[config.mk]
export PLATFORM = sky130hd
export DESIGN_NAME = rlycfg_top
export DESIGN_NICKNAME = d
export VERILOG_FILES = /design/src/rlycfg_pkg.sv /design/src/rlycfg_top.sv
export SDC_FILE = /design/constraint.sdc
export NUM_CORES = 1
export LEC_CHECK = 0
export ABC_AREA = 1
export BUFFER_PORTS_ARGS = -buffer_cell sky130_fd_sc_hd__buf_4
export CORE_ASPECT_RATIO = 1.4
export CORE_MARGIN = 8
export CORE_UTILIZATION = 29
export CTS_CLUSTER_SIZE = 12
export DETAILED_ROUTE_END_ITERATION = 8
export PLACE_DENSITY = 0.53
export SLEW_MARGIN = 20
export SYNTH_ARGS = -nofsm -noshare
export SYNTH_HDL_FRONTEND = slang
export SYNTH_SLANG_ARGS = --single-unit
[constraint.sdc]
create_clock -name core_clk_i -period 1.8 [get_ports core_clk_i]
set_input_delay 0 -clock core_clk_i [delete_from_list [all_inputs] [get_ports core_clk_i]]
set_output_delay 0 -clock core_clk_i [all_outputs]
set_load 0.03 [all_outputs]
[src/rlycfg_pkg.sv]
`default_nettype none
package rlycfg_pkg;
   // ==========================================================
   // Command bytes
   localparam logic [7:0] CMD_ENTRY        = 8'hFE;
   localparam logic [7:0] CMD_SETUP_GROUP  = 8'h32;
   localparam logic [7:0] SUB_READ_REPS    = 8'h88;
   localparam logic [7:0] SUB_SET_REPS     = 8'h89;
   localparam logic [7:0] SUB_READ_SPACING = 8'h8A;
   localparam logic [7:0] SUB_SET_SPACING  = 8'h8B;
   localparam logic [7:0] SUB_READ_BANKS   = 8'h8C;
   localparam logic [7:0] SUB_SET_BANKS    = 8'h8D;
   localparam logic [7:0] SUB_SAFE_PARAMS  = 8'h93;
   localparam logic [7:0] ACK_BYTE         = 8'h55;
   // ==========================================================
   // Settings: reset values and limits
   localparam logic [7:0] REPS_RESET       = 8'h01;
   localparam logic [7:0] SPACING_RESET    = 8'h23;
   localparam logic [7:0] SPACING_MIN      = 8'h03;
   localparam logic [7:0] BANKS_RESET      = 8'h20;
   localparam logic [7:0] BANKS_MAX        = 8'h20;
   // ==========================================================
   // Timing: one spacing step, in ns, and its length in cycles
   localparam int CLK_PERIOD_NS    = 25;
   localparam int SPACE_UNIT_NS    = 10000;
   localparam int SPACE_UNIT_CYC   =
      (SPACE_UNIT_NS + CLK_PERIOD_NS - 1) / CLK_PERIOD_NS;
   // ==========================================================
   // Non-volatile slots
   localparam logic [1:0] NV_SLOT_REPS     = 2'h0;
   localparam logic [1:0] NV_SLOT_SPACING  = 2'h1;
   localparam logic [1:0] NV_SLOT_BANKS    = 2'h2;
   // ==========================================================
   // APB register map (byte addresses)
   localparam logic [7:0] REG_CTRL         = 8'h00;
   localparam logic [7:0] REG_STATUS       = 8'h04;
   localparam logic [7:0] REG_REPS         = 8'h08;
   localparam logic [7:0] REG_SPACING      = 8'h0C;
   localparam logic [7:0] REG_BANKS        = 8'h10;
   localparam int         CTRL_REPORT_BIT  = 0;
   localparam logic       CTRL_RESET       = 1'b1;
   localparam int         STAT_CONFIG_BIT  = 0;
   localparam int         STAT_UPD_BIT     = 1;
   localparam int         STAT_CMD_BIT     = 2;
   // ==========================================================
   typedef struct packed {
      logic [1:0] slot;
      logic [7:0] value;
   } rlycfg_nv_t;
   typedef struct packed {
      logic [4:0] bank;
      logic [7:0] pass;
   } rlycfg_bank_t;
endpackage
`default_nettype wire

[src/rlycfg_top.sv]
// Operation
// - Commands arrive as entry byte, setup-group byte, sub-command, parameters.
// - Sub-command 137 takes one byte 1..255 as refresh repetition count.
// - Each relay update sends bank data repetition-count times.
// - Refresh repetition count is 1 after reset.
// - Count set in configuration mode is also saved to non-volatile memory.
// - Sub-command 136 replies with the current repetition count.
// - Sub-command 147 restores all key settings to safe values.
// - With reporting on, set and recovery commands answer byte 85.
// - Reply bytes are separated by the byte spacing gap, default 35.
// - Byte spacing never falls below 3.
// - Sub-command 139 takes a spacing byte, saved in configuration mode.
// - In runtime mode spacing set is ignored and answered with 85.
// - Configuration mode always uses spacing 35 for replies.
// - Sub-command 138 replies with the stored byte spacing.
// - Sub-command 141 takes the attached bank count, valid 1..32.
// - Attached bank count is set only in configuration mode.
// - Relay updates cover only banks below the attached count.
// - Sub-command 140 replies with attached bank count, 32 after reset.
// - All setting switches off at power-up means configuration mode.
//
// Decided for this implementation: the APB slave port and the register offsets.
`timescale 1ns/100ps
`default_nettype none
module rlycfg_top #(
   parameter int SW_BITS = 4
) (
   // Clock and reset
   input  wire logic                  core_clk_i,
   input  wire logic                  resetn_i,
   // Setting switches (pins)
   input  wire logic [SW_BITS-1:0]    switches_i,
   // Received command bytes
   input  wire logic                  rx_valid_i,
   input  wire logic [7:0]            rx_data_i,
   // Reply byte transmitter
   output logic                       tx_valid_o,
   output logic [7:0]                 tx_data_o,
   input  wire logic                  tx_ready_i,
   // Non-volatile store
   output logic                       nv_req_o,
   output rlycfg_pkg::rlycfg_nv_t     nv_wr_o,
   input  wire logic                  nv_done_i,
   // Relay bank update loop
   input  wire logic                  upd_req_i,
   output logic                       upd_busy_o,
   output logic                       bank_send_o,
   output rlycfg_pkg::rlycfg_bank_t   bank_o,
   input  wire logic                  bank_done_i,
   // APB slave
   input  wire logic                  psel,
   input  wire logic                  penable,
   input  wire logic                  pwrite,
   input  wire logic [7:0]            paddr,
   input  wire logic [31:0]           pwdata,
   output logic [31:0]                prdata,
   output logic                       pready,
   output logic                       pslverr
);
   import rlycfg_pkg::*;

   if (SW_BITS < 1 || SW_BITS > 16) begin : g_sw_bits_check
      $error("SW_BITS out of range");
   end

   // ==========================================================
   // Mode strap
   logic [SW_BITS-1:0] sw_meta;
   logic [SW_BITS-1:0] sw_sync;
   logic               strap_done;
   logic               config_mode;

   always_ff @(posedge core_clk_i) begin
      sw_meta <= switches_i;
      sw_sync <= sw_meta;
   end

   // Caught once after reset release; later switch moves are ignored
   always_ff @(posedge core_clk_i) begin
      if (!resetn_i) begin
         strap_done  <= 1'b0;
         config_mode <= 1'b0;
      end else if (!strap_done) begin
         strap_done  <= 1'b1;
         config_mode <= (sw_sync == '0);
      end
   end

   // ==========================================================
   // Spacing tick divider
   localparam int TICK_W = $clog2(SPACE_UNIT_CYC + 1);
   localparam logic [TICK_W-1:0] TICK_LAST =
      TICK_W'(SPACE_UNIT_CYC - 1);
   logic [TICK_W-1:0] tick_cnt;
   wire               tick = (tick_cnt == TICK_LAST);

   always_ff @(posedge core_clk_i) begin
      // Restarted by each sent byte so no gap comes out a part step short
      if (!resetn_i || tick || (tx_valid_o && tx_ready_i)) begin
         tick_cnt <= '0;
      end else begin
         tick_cnt <= tick_cnt + 1'b1;
      end
   end

   // ==========================================================
   // Command parser
   typedef enum {
      S_ENTRY, S_GROUP, S_SUB, S_PARAM, S_APPLY, S_SAVE, S_REPLY
   } rlycfg_state_t;

   rlycfg_state_t state;
   logic [7:0]    sub_cmd;
   logic [7:0]    param;
   logic [7:0]    reps;
   logic [7:0]    spacing;
   logic [7:0]    banks;
   logic          report_en;
   logic          reply_pend;
   logic [7:0]    reply_byte;
   logic [7:0]    gap_cnt;

   wire tx_fire   = tx_valid_o && tx_ready_i;
   wire reply_now = reply_pend && (gap_cnt == 8'h00);
   wire has_param = (sub_cmd == SUB_SET_REPS) ||
                    (sub_cmd == SUB_SET_SPACING) ||
                    (sub_cmd == SUB_SET_BANKS);
   wire is_read   = (sub_cmd == SUB_READ_REPS) ||
                    (sub_cmd == SUB_READ_SPACING) ||
                    (sub_cmd == SUB_READ_BANKS);
   wire known_sub = has_param || is_read ||
                    (sub_cmd == SUB_SAFE_PARAMS);
   wire reps_ok   = (param != 8'h00);
   wire banks_ok  = (param != 8'h00) && (param <= BANKS_MAX);
   // Values below the floor are raised to it rather than refused
   wire [7:0] spacing_new = (param < SPACING_MIN) ?
                            SPACING_MIN : param;
   wire do_reps    = (state == S_APPLY) &&
                     (sub_cmd == SUB_SET_REPS) && reps_ok;
   wire do_spacing = (state == S_APPLY) && config_mode &&
                     (sub_cmd == SUB_SET_SPACING);
   wire do_banks   = (state == S_APPLY) && config_mode &&
                     (sub_cmd == SUB_SET_BANKS) && banks_ok;
   wire do_safe    = (state == S_APPLY) &&
                     (sub_cmd == SUB_SAFE_PARAMS);
   wire need_save  = config_mode && (do_reps || do_spacing || do_banks);
   // Runtime spacing set answers 85 even with reporting off
   wire spacing_rt = !config_mode && (sub_cmd == SUB_SET_SPACING);
   wire send_ack   = report_en || spacing_rt;

   logic [7:0] read_value;
   always_comb begin
      case (sub_cmd)
         SUB_READ_REPS:    read_value = reps;
         SUB_READ_SPACING: read_value = spacing;
         SUB_READ_BANKS:   read_value = banks;
         default:          read_value = ACK_BYTE;
      endcase
   end

   always_ff @(posedge core_clk_i) begin
      if (!resetn_i) begin
         state   <= S_ENTRY;
         sub_cmd <= 8'h00;
         param   <= 8'h00;
      end else begin
         case (state)
            S_ENTRY: begin
               if (rx_valid_i && rx_data_i == CMD_ENTRY) begin
                  state <= S_GROUP;
               end
            end
            S_GROUP: begin
               if (rx_valid_i) begin
                  state <= (rx_data_i == CMD_SETUP_GROUP) ?
                           S_SUB : S_ENTRY;
               end
            end
            S_SUB: begin
               if (rx_valid_i) begin
                  sub_cmd <= rx_data_i;
                  state   <= S_PARAM;
               end
            end
            S_PARAM: begin
               if (!known_sub) begin
                  state <= S_ENTRY;
               end else if (!has_param) begin
                  state <= S_APPLY;
               end else if (rx_valid_i) begin
                  param <= rx_data_i;
                  state <= S_APPLY;
               end
            end
            S_APPLY: begin
               if (need_save) begin
                  state <= S_SAVE;
               end else if (is_read || send_ack) begin
                  state <= S_REPLY;
               end else begin
                  state <= S_ENTRY;
               end
            end
            S_SAVE: begin
               if (nv_done_i) begin
                  state <= report_en ? S_REPLY : S_ENTRY;
               end
            end
            S_REPLY: begin
               if (!reply_pend) begin
                  state <= S_ENTRY;
               end
            end
            default: state <= S_ENTRY;
         endcase
      end
   end

   // ==========================================================
   // Settings
   always_ff @(posedge core_clk_i) begin
      if (!resetn_i || do_safe) begin
         reps    <= REPS_RESET;
         spacing <= SPACING_RESET;
         banks   <= BANKS_RESET;
      end else begin
         if (do_reps) begin
            reps <= param;
         end
         if (do_spacing) begin
            spacing <= spacing_new;
         end
         if (do_banks) begin
            banks <= param;
         end
      end
   end

   // Save request holds until the store reports completion
   always_ff @(posedge core_clk_i) begin
      if (!resetn_i) begin
         nv_req_o <= 1'b0;
         nv_wr_o  <= '0;
      end else if (need_save && state == S_APPLY) begin
         nv_req_o      <= 1'b1;
         nv_wr_o.value <= do_spacing ? spacing_new : param;
         nv_wr_o.slot  <= do_reps ? NV_SLOT_REPS :
                          do_spacing ? NV_SLOT_SPACING : NV_SLOT_BANKS;
      end else if (nv_done_i) begin
         nv_req_o <= 1'b0;
      end
   end

   // ==========================================================
   // Reply transmitter with inter-byte gap
   wire [7:0] gap_load = config_mode ? SPACING_RESET : spacing;

   always_ff @(posedge core_clk_i) begin
      if (!resetn_i) begin
         reply_pend <= 1'b0;
         reply_byte <= 8'h00;
      end else if (state == S_APPLY && !need_save &&
                   (is_read || send_ack)) begin
         reply_pend <= 1'b1;
         reply_byte <= is_read ? read_value : ACK_BYTE;
      end else if (state == S_SAVE && nv_done_i && report_en) begin
         reply_pend <= 1'b1;
         reply_byte <= ACK_BYTE;
      end else if (tx_fire) begin
         reply_pend <= 1'b0;
      end
   end

   always_ff @(posedge core_clk_i) begin
      if (!resetn_i) begin
         gap_cnt <= 8'h00;
      end else if (tx_fire) begin
         gap_cnt <= gap_load;
      end else if (tick && gap_cnt != 8'h00) begin
         gap_cnt <= gap_cnt - 8'h01;
      end
   end

   assign tx_valid_o = reply_now;
   assign tx_data_o  = reply_byte;

   // ==========================================================
   // Relay bank update loop
   typedef enum {U_IDLE, U_SEND, U_WAIT} rlycfg_upd_t;
   rlycfg_upd_t upd_state;
   logic [4:0]  bank_idx;
   logic [7:0]  pass_idx;
   wire last_bank = ({3'b000, bank_idx} == banks - 8'h01);
   wire last_pass = (pass_idx == reps - 8'h01);

   always_ff @(posedge core_clk_i) begin
      if (!resetn_i) begin
         upd_state <= U_IDLE;
         bank_idx  <= 5'h00;
         pass_idx  <= 8'h00;
      end else begin
         case (upd_state)
            U_IDLE: begin
               if (upd_req_i) begin
                  upd_state <= U_SEND;
                  bank_idx  <= 5'h00;
                  pass_idx  <= 8'h00;
               end
            end
            U_SEND: upd_state <= U_WAIT;
            U_WAIT: begin
               if (bank_done_i) begin
                  upd_state <= U_SEND;
                  if (!last_bank) begin
                     bank_idx <= bank_idx + 5'h01;
                  end else begin
                     bank_idx <= 5'h00;
                     pass_idx <= pass_idx + 8'h01;
                     if (last_pass) begin
                        upd_state <= U_IDLE;
                     end
                  end
               end
            end
            default: upd_state <= U_IDLE;
         endcase
      end
   end

   assign upd_busy_o  = (upd_state != U_IDLE);
   assign bank_send_o = (upd_state == U_SEND);
   assign bank_o      = '{bank: bank_idx, pass: pass_idx};

   // ==========================================================
   // APB register file
   wire setup   = psel && !penable;
   wire wr_acc  = psel && penable && pwrite;
   wire hit_ctl = (paddr == REG_CTRL);
   wire mapped  = hit_ctl || (paddr == REG_STATUS) ||
                  (paddr == REG_REPS) || (paddr == REG_SPACING) ||
                  (paddr == REG_BANKS);
   logic [31:0] rd_mux;

   always_comb begin
      rd_mux = 32'h0000_0000;
      case (paddr)
         REG_CTRL:    rd_mux[CTRL_REPORT_BIT] = report_en;
         REG_STATUS: begin
            rd_mux[STAT_CONFIG_BIT] = config_mode;
            rd_mux[STAT_UPD_BIT]    = upd_busy_o;
            rd_mux[STAT_CMD_BIT]    = (state != S_ENTRY);
         end
         REG_REPS:    rd_mux[7:0] = reps;
         REG_SPACING: rd_mux[7:0] = spacing;
         REG_BANKS:   rd_mux[7:0] = banks;
         default:     rd_mux = 32'h0000_0000;
      endcase
   end

   always_ff @(posedge core_clk_i) begin
      if (!resetn_i) begin
         report_en <= CTRL_RESET;
         prdata    <= 32'h0000_0000;
      end else begin
         if (setup) begin
            prdata <= rd_mux;
         end
         if (wr_acc && hit_ctl) begin
            report_en <= pwdata[CTRL_REPORT_BIT];
         end
      end
   end

   assign pready  = 1'b1;
   assign pslverr = psel && penable && !mapped;

   // ==========================================================
   // Checks
   property p_reps_reset;
      @(posedge core_clk_i) !resetn_i |=> reps == REPS_RESET;
   endproperty
   a_reps_reset: assert property (p_reps_reset)
      else $error("repetition count not 1 after reset");

   property p_spacing_floor;
      @(posedge core_clk_i) disable iff (!resetn_i)
         spacing >= SPACING_MIN;
   endproperty
   a_spacing_floor: assert property (p_spacing_floor)
      else $error("byte spacing below floor");

   property p_banks_range;
      @(posedge core_clk_i) disable iff (!resetn_i)
         banks != 8'h00 && banks <= BANKS_MAX;
   endproperty
   a_banks_range: assert property (p_banks_range)
      else $error("attached bank count out of range");

   property p_banks_locked;
      @(posedge core_clk_i) disable iff (!resetn_i)
         (!config_mode && strap_done && !do_safe) |=> $stable(banks);
   endproperty
   a_banks_locked: assert property (p_banks_locked)
      else $error("bank count changed in runtime mode");

   property p_bank_limit;
      @(posedge core_clk_i) disable iff (!resetn_i)
         bank_send_o |-> ({3'b000, bank_o.bank} < banks &&
                          bank_o.pass < reps);
   endproperty
   a_bank_limit: assert property (p_bank_limit)
      else $error("bank send beyond attached count or passes");

   property p_gap_after_byte;
      @(posedge core_clk_i) disable iff (!resetn_i)
         tx_fire |=> !tx_valid_o [*2];
   endproperty
   a_gap_after_byte: assert property (p_gap_after_byte)
      else $error("reply bytes sent without gap");

   property p_config_gap;
      @(posedge core_clk_i) disable iff (!resetn_i)
         (tx_fire && config_mode) |=> gap_cnt == SPACING_RESET;
   endproperty
   a_config_gap: assert property (p_config_gap)
      else $error("configuration mode gap not fixed");

   property p_ack_after_save;
      @(posedge core_clk_i) disable iff (!resetn_i)
         nv_req_o |-> !reply_pend;
   endproperty
   a_ack_after_save: assert property (p_ack_after_save)
      else $error("acknowledge queued before save done");

   property p_runtime_spacing_ack;
      @(posedge core_clk_i) disable iff (!resetn_i)
         (state == S_APPLY && spacing_rt) |=>
            reply_pend && reply_byte == ACK_BYTE && $stable(spacing);
   endproperty
   a_runtime_spacing_ack: assert property (p_runtime_spacing_ack)
      else $error("runtime spacing set not refused with 85");

   property p_read_reps;
      @(posedge core_clk_i) disable iff (!resetn_i)
         (state == S_APPLY && sub_cmd == SUB_READ_REPS) |=>
            reply_byte == $past(reps);
   endproperty
   a_read_reps: assert property (p_read_reps)
      else $error("repetition read reply wrong");

   property p_update_starts;
      @(posedge core_clk_i) disable iff (!resetn_i)
         (upd_state == U_IDLE && upd_req_i) |=> bank_send_o ##1 upd_busy_o;
   endproperty
   a_update_starts: assert property (p_update_starts)
      else $error("relay update did not start");
endmodule
`default_nettype wire

Word-level counts from Yosys, hierarchy flattened
Index checks and enable logic that the tools add are counted.
{ "totals": {"register_bits": 173, "inputBits": 62, "output_inout_bits": 69} }
{ "op_classes": {"addsub": 6, "n_lt_le_gt_ge": 2, "n_eq_ne": 36, "mux": 46, "reduce_logical": 66} }
{ "ops": {"columns": ["cell", "count"], "rows": [
  ["$mux 32", 10],
  ["$pmux 32 s7", 1],
  ["$eq 32x2->1 const B", 4],
  ["$eq 32x3->1 const B", 3],
  ["$pmux 32 s3", 1],
  ["$mux 8", 11],
  ["$eq 32x1->1 const B", 2],
  ["$eq 32x4->1 const B", 2],
  ["$eq 8x8->1 const B", 8],
  ["$logic_not 32->1", 2],
  ["$reduce_bool 32->1", 2],
  ["$logic_and 1x1->1", 24],
  ["$pmux 8 s3", 1],
  ["$sub 8x1->8 const B", 3],
  ["$logic_or 1x1->1", 17],
  ["$eq 8x4->1 const B", 2],
  ["$logic_not 8->1", 2],
  ["$ne 2x2->1 const B", 8],
  ["$pmux 8 s2", 1],
  ["$reduce_bool 8->1", 2],
  ["$mux 5", 3],
  ["$pmux 5 s3", 1],
  ["$pmux 5 s2", 1],
  ["$add 9x1->9 const B", 1],
  ["other kinds (24)", 44]
]} }

Logic depth before layout (Yosys ltp)
Gate-level depths: netlist of the first run.
{ "depth": {"depth_word": 10, "depth_mapped": 14} }

Worst setup path after synthesis of the first run
Ideal clock, no wire load.
{ "synth_path": {"path_kind": "reg2reg", "startpoint": "reg gap_cnt[0]", "endpoint": "reg gap_cnt[3]", "setup_time_ns": 0.126, "arrival_ns": 1.964, "t_required_ns": 1.674, "slack_ns": -0.289, "path_stages_with_launch": 11, "n_path_buf": 1, "synth_period_minus_slack_ns": 2.089, "cell_sequence": "dfxtp_1 inv_1 ha_1 nand4_1 nor2_1 nand3_1 nor2_1 nand2_1 buf_2 o21ai_0 a31oi_1"} }
{ "synth_via": {"elab_chain_cells": 4, "word_cells_on_any_way": 9} }
{ "synth_lines": {"columns": ["item", "line_no", "rtl"], "rows": [
  ["from (decl)", "rlycfg_top.sv:121", "logic [7:0] gap_cnt;"],
  ["from (signal assigned)", "rlycfg_top.sv:278", "gap_cnt <= gap_load;"],
  ["from (signal assigned)", "rlycfg_top.sv:280", "gap_cnt <= gap_cnt - 8'h01;"],
  ["$logic_not 8->1 (*)", "rlycfg_top.sv:124", "wire reply_now = reply_pend && (gap_cnt == 8'h00);"],
  ["$logic_and 1x1->1 (*)", "rlycfg_top.sv:124", null],
  ["via tx_valid_o", "rlycfg_top.sv:37", "output logic tx_valid_o,"],
  ["$logic_and 1x1->1 (*)", "rlycfg_top.sv:123", "wire tx_fire = tx_valid_o && tx_ready_i;"],
  ["$mux 8 or $reduce_bool 2->1 (tied branches)", null, null]
]} }
The timed path passes the listed nets; every way through them passes the cells marked *. The select of a mux whose other input is x is not followed.
A chain may end at the register's enable or synchronous reset.

Worst setup path after layout of the first run
{ "layout_path": {"startpoint": "reg gap_cnt[0]", "endpoint": "reg gap_cnt[5]"} }
{ "layout_via": {"elab_chain_cells": 4, "word_cells_on_any_way": 9} }
{ "layout_lines": {"columns": ["item"], "rows": [
  ["parallel branches: the longest is 4 deep, another holds $sub 8x1->8"]
]} }
Several ways; the timed one is not identified. The select of a mux whose other input is x is not followed.

==> results of run 1 <==
## metrics by stage
stage	setup TNS (ps)	cells	power (mW)	cell area, um^2	worst slack [ps]
finish	0	1247	6.58	8120	83.2
global route	-445	1247	6.82	8120	-41.3
floorplan	0	837	2.93	6070	14.2
CTS	0	1235	6.65	7940	3.98
detailed placement	-5.75	1185	3.06	7130	-3.39
global placement	0	1185	3.05	7130	30.0
## cell families after synthesis
logic type	share of synthesized area, %
simple gates	28.4
compound gates	16.4
buf+inv	11.1
flops	38.3
xor+xnor	4.41
fa+ha+maj	1.26
other cells	0.126
## power breakdown
part | leakage (nW) | switching, mW | internal, mW
Combinational | 2.22 | 0.300 | 0.165
Clock | 0.295 | 1.30 | 2.23
Sequential | 0.924 | 0.0235 | 2.55
## layout by cell type, fill, tap and decap left out, types with 19 or more instances in the layout
cell           netlist  layout
buf_4               26     141
dfxtp_1            114     113
nand2_1            115     112
inv_1               93      87
nor2_1              87      79
a21oi_1             70      70
nand3_1             56      52
o21ai_0             51      50
conb_1               2      25
nor3_1              24      23
dlygate4sd3_1        0      19
## worst min path at each step
stage,from,end,slack (ps)
floorplan,resetn_i,strap_done,30
global placement,switches_i[2],sw_meta[2],100
detailed placement,switches_i[2],sw_meta[2],110
CTS,paddr[2],prdata[0],10
global route,rx_valid_i,param[7],50
finish,paddr[2],prdata[0],40
## per-layer routing
layer / GRT usage (%) / vias up / wire length [um]
met3: 3.67 / 27 / 1040
met4: 6.19 / 0 / 452
li1: - / 3002 / -
met5: 0 / - / 0
met1: 16.7 / 2690 / 7910
met2: 25.8 / 147 / 9230
## worst reg2reg max path: stages (launching register included)
cell and delay [ps]:
dfxtp_1 310, inv_2 60, ha_2 170, nand4_1 110, nor2_2 170, nand3_2 120, nor2_4 100, buf_4 120
nand2_4 90, buf_4 150, nor3_1 120, nor3_1 70
## area by class of cell
class	count	area, um^2	share of cell area (%)
Sequential cell	114	2280	28.1
Multi-Input combinational cell	578	3200	39.4
Clock buffer	18	439	5.41
Timing Repair inverter	1	7.51	0.0925
Tap cell	256	320	3.95
Timing Repair Buffer	164	1300	16.0
Inverter	102	387	4.76
Clock inverter	14	181	2.24
## state kept, by name, indices dropped and copies added (netlist names), 2 cells and up
name,count
bank_idx,5
banks,8
gap_cnt,8
nv_wr_o,10
param,8
pass_idx,8
prdata,8
reps,8
spacing,8
state,3
sub_cmd,8
sw_meta,4
sw_sync,4
tick_cnt,9
tx_data_o,8
upd_state,2
## timing repair
item	CTS	global route
setup endpoints to repair	5	65
resized for setup	0	29
hold endpoints to repair	38	1
hold buffers	18	1
pin swaps	1	14
cloned	0	1
setup buffers	0	10
==> results.cfg, run 1 <==
[grt]
grtUsageTotal_pct = 14.8
grt_overflow = 0
antenna_found_initial = 0
grt_pass1_vias = 5784
grt_pass1_wl_mm = 29.4
grt_max_degree = 28

[setup_path]
cp.required_ps = 2100
cp-endpoint = gap_cnt[5]
path_class = reg -> reg
cp-startpoint = gap_cnt[0]
cp.arrival_ps = 2020
crit_cells = 11
slowest_stage = dfxtp_1
worstPathMaxFanout = 11
critPathCaptureType = flop
start_kind = flop
r2r_setup_slack_ps = 80
rr_worst_depth = 11
r2r-start = gap_cnt[0]
critPathTopFamily = simple AND/OR/NAND/NOR gates
cpPeakStageDelay_ps = 310
r2r_end = gap_cnt[5]
critPathBufInv = 3
path_cells = inv_2 -> ha_2 -> nand4_1 -> nor2_2 -> nand3_2 -> nor2_4 -> buf_4 -> nand2_4 -> buf_4 -> nor3_1 -> nor3_1

[routing]
drt-pass1-iter-count = 5
vias = 5866
drc = 0
wl_per_cell_um = 14.9
drtIter0Drc = 336
vias_per_cell = 4.70
routed_wl_mm = 18.6
antenna_left = 0

[floorplanning]
die_x_um = 137
rows = 62
fp.dieArea_mm2 = 0.0255
die_h_um = 186
core_mm2 = 0.0203
io_pins = 131
start_util_pct = 29.3

[synth]
synth_top_area_share_pct = 38.3
synth_flop_cell = dfxtp_1
synth_commonest_cells = nand2_1, dfxtp_1, inv_1
ys_seq_area_share_pct = 38.3
ys_warn_count = 0
syn_area_per_cell_um2 = 7.32
yosysMostFrequentCell = nand2_1
netlist_area_mm2 = 0.00596
synth_edf_count = 0
ys_types = 45
synth_seq_cells = 114
yosysTopAreaCell = dfxtp_1
synthesis.instances = 814
synth_area_leaders = dfxtp_1, nand2_1, a21oi_1
async_flop_share_pct = 0

[sta]
max_freq_ghz = 0.582
worst_pin_slew_ps = 504
setup_viol = 0
finalHoldViolations = 0
fin_crit_ps = 1720
fin_crit_sh_pct = 95.4
timing.hold.ws_ps = 40.8
slew-limit-headroom_pct = 66.3
clock_skew_ps = 7.21
rsz0062_at_grt = yes
slew_violations = 0

[worst_hold_path]
worstHoldPathCells = 4
hold_class = in -> reg

[placed_design]
routabilityCongestion = 0.824
dp_hpwl_mm = 14.4
port_buffers = 74

[cts]
cts_buffers = 17
h-tree-depth = 4
clk_latency_ps = 420
tritoncts = built
path_clk_slew_ps = 60
clock-root-buffer = clkbuf_16
clock_path_buffers = 2
clock-sinks = 114

[layout]
drive_gt1_share_pct = 26.2
fin_util_pct = 39.9
fillCellCount = 2148
fin_nets = 1046
diodes = 0
areaGrowthSynthToFinish_pct = 36.1

[pwr]
peakVddDrop_mv = 0.566
power_density_mw_per_mm2 = 810
p_leak_nw = 3.44

[outcome]
status = completed

[run]
max_cap_violations = 0
(Power assumes the default switching activity.)
==> inputs of run 2 (changes only) <==
--- a/config.mk
+++ b/config.mk
@@ -7,12 +7,15 @@
 export LEC_CHECK = 0
 export ABC_AREA = 1
 export BUFFER_PORTS_ARGS = -buffer_cell sky130_fd_sc_hd__buf_4
+export CELL_PAD_IN_SITES_DETAIL_PLACEMENT = 0
+export CELL_PAD_IN_SITES_GLOBAL_PLACEMENT = 2
 export CORE_ASPECT_RATIO = 1.4
 export CORE_MARGIN = 8
-export CORE_UTILIZATION = 29
+export CORE_UTILIZATION = 28
+export CTS_BUF_LIST = sky130_fd_sc_hd__clkbuf_4 sky130_fd_sc_hd__clkbuf_8
 export CTS_CLUSTER_SIZE = 12
 export DETAILED_ROUTE_END_ITERATION = 8
-export PLACE_DENSITY = 0.53
+export PLACE_DENSITY = 0.81
 export SLEW_MARGIN = 20
 export SYNTH_ARGS = -nofsm -noshare
 export SYNTH_HDL_FRONTEND = slang
==> results.cfg, run 2 (synthesis results as in run 1) <==
[layout]
drive_gt1_share_pct = 29.9
largest_reg_flops = 10
reg_top3 = nv_wr_o (10), tick_cnt (9)
final_cells = 1254
regMostFlops = nv_wr_o
areaGrowthSynthToFinish_pct = 37.9
final_cell_mix = buf_4, dfxtp_1, nand2_1
diodes = 0
fin_area_mm2 = 0.00822
fin_nets = 1049
final_common_cell = buf_4

[sta]
setup_viol = 0
slew-limit-headroom_pct = 66.4
slew_violations = 0
clock_skew_ps = 15.9
fin_crit_sh_pct = 98.0
worst_pin_slew_ps = 504
max_freq_ghz = 0.567
finalHoldViolations = 0
rsz0062_at_grt = yes
fin_crit_ps = 1760
fin_setup_tns_ps = 0

[grt]
grt_pass1_vias = 6048
grt_pass1_wl_mm = 31.2
grtUsageTotal_pct = 15.1
grt_overflow = 0
grt_max_degree = 35
antenna_found_initial = 0

[cts]
h-tree-depth = 4
clk_latency_ps = 450
clock-root-buffer = clkbuf_8
clock_path_buffers = 2
clock-sinks = 114
tritoncts = built
cts_buffers = 17
path_clk_slew_ps = 70

[routing]
drt-pass1-iter-count = 4
drtIter0Drc = 282
wl_per_cell_um = 15.5
vias = 5825
antenna_left = 0
drc = 0
vias_per_cell = 4.65
routed_wl_mm = 19.5

[pwr]
intPower_mw = 4.03
p_switching_mw = 1.53
p_total_mw = 5.56
switching_share_pct = 27.5
p_clk_share_pct = 44.6
p_leak_nw = 3.39
peakVddDrop_mv = 0.348
pwr-share-seq_pct = 46.3
power_density_mw_per_mm2 = 676
pwr-share-comb_pct = 9.0

[placed_design]
placed_area_mm2 = 0.00719
dp.cells = 1192
dp_hpwl_mm = 15.0
routabilityCongestion = 0.820
port_buffers = 74

[floorplanning]
die_x_um = 139
io_pins = 131
die_h_um = 189
fp.dieArea_mm2 = 0.0263
rows = 63
core_mm2 = 0.0210
start_util_pct = 28.3

[worst_hold_path]
hold_class = in -> reg

[outcome]
status = completed

[setup_path]
cp.required_ps = 1800
cp.arrival_ps = 1760
critPathCaptureType = primary output
path_class = reg -> out
start_kind = flop
worstPathMaxFanout = 2

[run]
max_cap_violations = 0
-- run 2: repair_timing --
item                       CTS  global route
setup buffers                1             8
setup endpoints to repair    3            55
gates resized for setup      2            89
hold buffers                20             1
pin swaps                    4            28
hold endpoints to repair    35             1
-- run 2: area by class of cell --
cell class,count,area (um^2)
clock buffer,19,255
tap,260,325
sequential,114,2290
timing repair buffer,168,1380
clock inverter,13,153
multi-input combinational,578,3430
fill,2240,12800
inverter,102,385
-- run 2: per-layer routing --
metal,wire [um],up-vias,GRT usage (%)
li1,-,3007,-
met1,8270,2674,16.4
met2,9990,120,27.1
met3,738,24,3.62
met4,495,0,6.73
met5,0,-,0
-- run 2: power groups by stage --
stage          Clock (mW)  Sequential (mW)  Combinational [mW]
2_1_floorplan           0             2.64               0.291
3_3_place_gp            0             2.63               0.426
3_5_place_dp            0             2.63               0.426
4_1_cts              2.54             2.57               0.460
5_1_grt              2.66             2.58               0.551
6_report             2.48             2.57               0.503
-- run 2: path summary, 6_finish.rpt --
| check | from | to | slack, ps | depth (start not counted) |
|---|---|---|---|---|
| worst max-delay path | gap_cnt[1] | tx_valid_o | 40 | 8 |
| worst min-delay path | psel | prdata[3] | 20 | 5 |
| worst max register to register | param[2] | tx_data_o[4] | 70 | 10 |
| worst min register to register | sw_meta[2] | sw_sync[2] | 330 | 0 |
-- run 2: critical path, cell delays in order, from the launching register on --
cell	delay, ps
dfxtp_2	320
inv_2	70
ha_4	130
nand4_1	120
nor2_2	180
nand3_2	120
nor2_4	160
buf_6	110
buf_6	110
-- run 2: stage by stage --
stage,utilization (%),setup slack (ps),hold slack [ps]
final,39.1,35.2,21.2
after global routing,39.1,-109,65.4
after CTS,37.1,19.2,7.22
after detailed placement,34.1,-32.1,106
after global placement,34.1,-27.0,104
after floorplan,-,14.2,27.7
==> inputs of run 3 (changes only) <==
--- a/config.mk
+++ b/config.mk
@@ -7,15 +7,15 @@
 export LEC_CHECK = 0
 export ABC_AREA = 1
 export BUFFER_PORTS_ARGS = -buffer_cell sky130_fd_sc_hd__buf_4
-export CELL_PAD_IN_SITES_DETAIL_PLACEMENT = 0
-export CELL_PAD_IN_SITES_GLOBAL_PLACEMENT = 2
+export CELL_PAD_IN_SITES_DETAIL_PLACEMENT = 1
+export CELL_PAD_IN_SITES_GLOBAL_PLACEMENT = 1
 export CORE_ASPECT_RATIO = 1.4
 export CORE_MARGIN = 8
-export CORE_UTILIZATION = 28
+export CORE_UTILIZATION = 29
 export CTS_BUF_LIST = sky130_fd_sc_hd__clkbuf_4 sky130_fd_sc_hd__clkbuf_8
 export CTS_CLUSTER_SIZE = 12
 export DETAILED_ROUTE_END_ITERATION = 8
-export PLACE_DENSITY = 0.81
+export PLACE_DENSITY = 0.68
 export SLEW_MARGIN = 20
 export SYNTH_ARGS = -nofsm -noshare
 export SYNTH_HDL_FRONTEND = slang
==> results.cfg, run 3 (synthesis results as in run 1) <==
[layout]
reg_top3 = nv_wr_o (10), tick_cnt (9)
regMostFlops = nv_wr_o
fillCellCount = 2535
largest_reg_flops = 10
fin_nets = 1053
diodes = 0
final_cell_mix = buf_4, nand2_1, dfxtp_1
final_cells = 1254
final_common_cell = buf_4
drive_gt1_share_pct = 30.4
areaGrowthSynthToFinish_pct = 37.2

[floorplanning]
start_util_pct = 29.3
core_mm2 = 0.0203
die_x_um = 137
fp.dieArea_mm2 = 0.0255
rows = 62
io_pins = 131
die_h_um = 186

[setup_path]
start_kind = flop
worstPathMaxFanout = 7
critPathCaptureType = flop
cp.arrival_ps = 2110
path_class = reg -> reg
cp.required_ps = 2150

[placed_design]
dp_hpwl_mm = 15.9
dp.cells = 1191
routabilityCongestion = 0.848
port_buffers = 74

[run]
max_cap_violations = 0

[sta]
max_freq_ghz = 0.571
rsz0062_at_grt = yes
clock_skew_ps = 13.2
slew_violations = 0
finalHoldViolations = 0
worst_pin_slew_ps = 508
fin_crit_sh_pct = 97.3
slew-limit-headroom_pct = 66.1
timing.hold.ws_ps = 60.3
fin_crit_ps = 1750
setup_viol = 0

[routing]
wl_per_cell_um = 16.6
drtIter0Drc = 261
vias_per_cell = 4.84
drt-pass1-iter-count = 5
routed_wl_mm = 20.8
antenna_left = 0
vias = 6066
drc = 0

[pwr]
pwr-share-seq_pct = 45.8
p_clk_share_pct = 45.6
power_density_mw_per_mm2 = 688
p_switching_mw = 1.54
switching_share_pct = 27.3
peakVddDrop_mv = 0.356
p_leak_nw = 3.39
p_total_mw = 5.63
intPower_mw = 4.09
pwr-share-comb_pct = 8.6

[grt]
grt_pass1_vias = 6303
antenna_found_initial = 0
grtUsageTotal_pct = 16.5
grt_overflow = 0
grt_pass1_wl_mm = 32.5
grt_max_degree = 35

[cts]
cts_buffers = 17
h-tree-depth = 4
path_clk_slew_ps = 80
tritoncts = built
clock-root-buffer = clkbuf_8
clock_path_buffers = 2
clock-sinks = 114
clk_latency_ps = 460

[worst_hold_path]
hold_class = in -> reg

[outcome]
status = completed
[run 3: changes by cell type in the layout (fill, tap and decap cells not counted), moves of 3 or more]
cell	before	now
dfxtp_1	109	104
nand3_2	17	20
dfxtp_2	5	10
nand3_4	4	1
buf_4	137	144
nand2_1	108	111
[run 3: area by class of cell]
type | count | area (um^2) | share of cell area (%)
inverter | 102 | 389 | 4.76
timing repair buffer | 172 | 1400 | 17.1
clock inverter | 12 | 145 | 1.77
multi-input combinational | 578 | 3360 | 41.0
sequential | 114 | 2290 | 28.1
clock buffer | 20 | 275 | 3.37
tap | 256 | 320 | 3.92
[run 3: worst paths after layout]
kind                            startpoint      endpoint  slack (ps)  cells past startpoint
worst max-delay path              param[7]  tx_data_o[0]          50                     10
worst min-delay path              paddr[0]     prdata[0]          60                      6
worst max register to register    param[7]  tx_data_o[0]          50                     10
worst min register to register  sw_meta[1]    sw_sync[1]         330                      0
[run 3: worst max-delay path, stage by stage, from the launching register on]
cell and delay, ps:
dfxtp_1 340, nor2_2 170, nand3_1 160, nor2_4 170
inv_1 120, nand3_2 170, nand2_8 70, nand2_8 100
nand3_2 120, nor2_2 180, nor2_1 60
[run 3: power groups by stage]
stage,Combinational (mW),Sequential [mW],Clock [mW]
after floorplan,0.291,2.64,0
after global placement,0.425,2.63,0
after detailed placement,0.432,2.63,0
after CTS,0.467,2.58,2.63
after global routing,0.532,2.58,2.74
final,0.487,2.58,2.56
[run 3: layer usage]
metal / wire length, um / track usage [%] / vias up
li1: - / - / 3021
met1: 8580 / 18.0 / 2881
met2: 10800 / 29.5 / 130
met3: 915 / 3.81 / 34
met4: 589 / 7.37 / 0
met5: 0 / 0 / -
[run 3: through the flow]
| stage | setup TNS, ps | area [um^2] | setup slack, ps | utilization [%] |
|---|---|---|---|---|
| after floorplan | 0 | 6070 | 14.2 | - |
| after global placement | 0 | 7180 | 28.6 | 35.3 |
| after detailed placement | -1.39 | 7180 | -1.37 | 35.3 |
| after CTS | -102 | 7830 | -29.7 | 38.5 |
| after global routing | -666 | 8180 | -83.7 | 40.2 |
| final | 0 | 8180 | 48.6 | 40.2 |
[run 3: timing repair]
item                                    in CTS  in global routing
buffers inserted                             1                  9
gates resized for setup                      5                 75
hold endpoints to repair                    43                  0
hold buffers                                21                  0
endpoints found under the setup margin      16                 63
pin swaps                                    2                 23
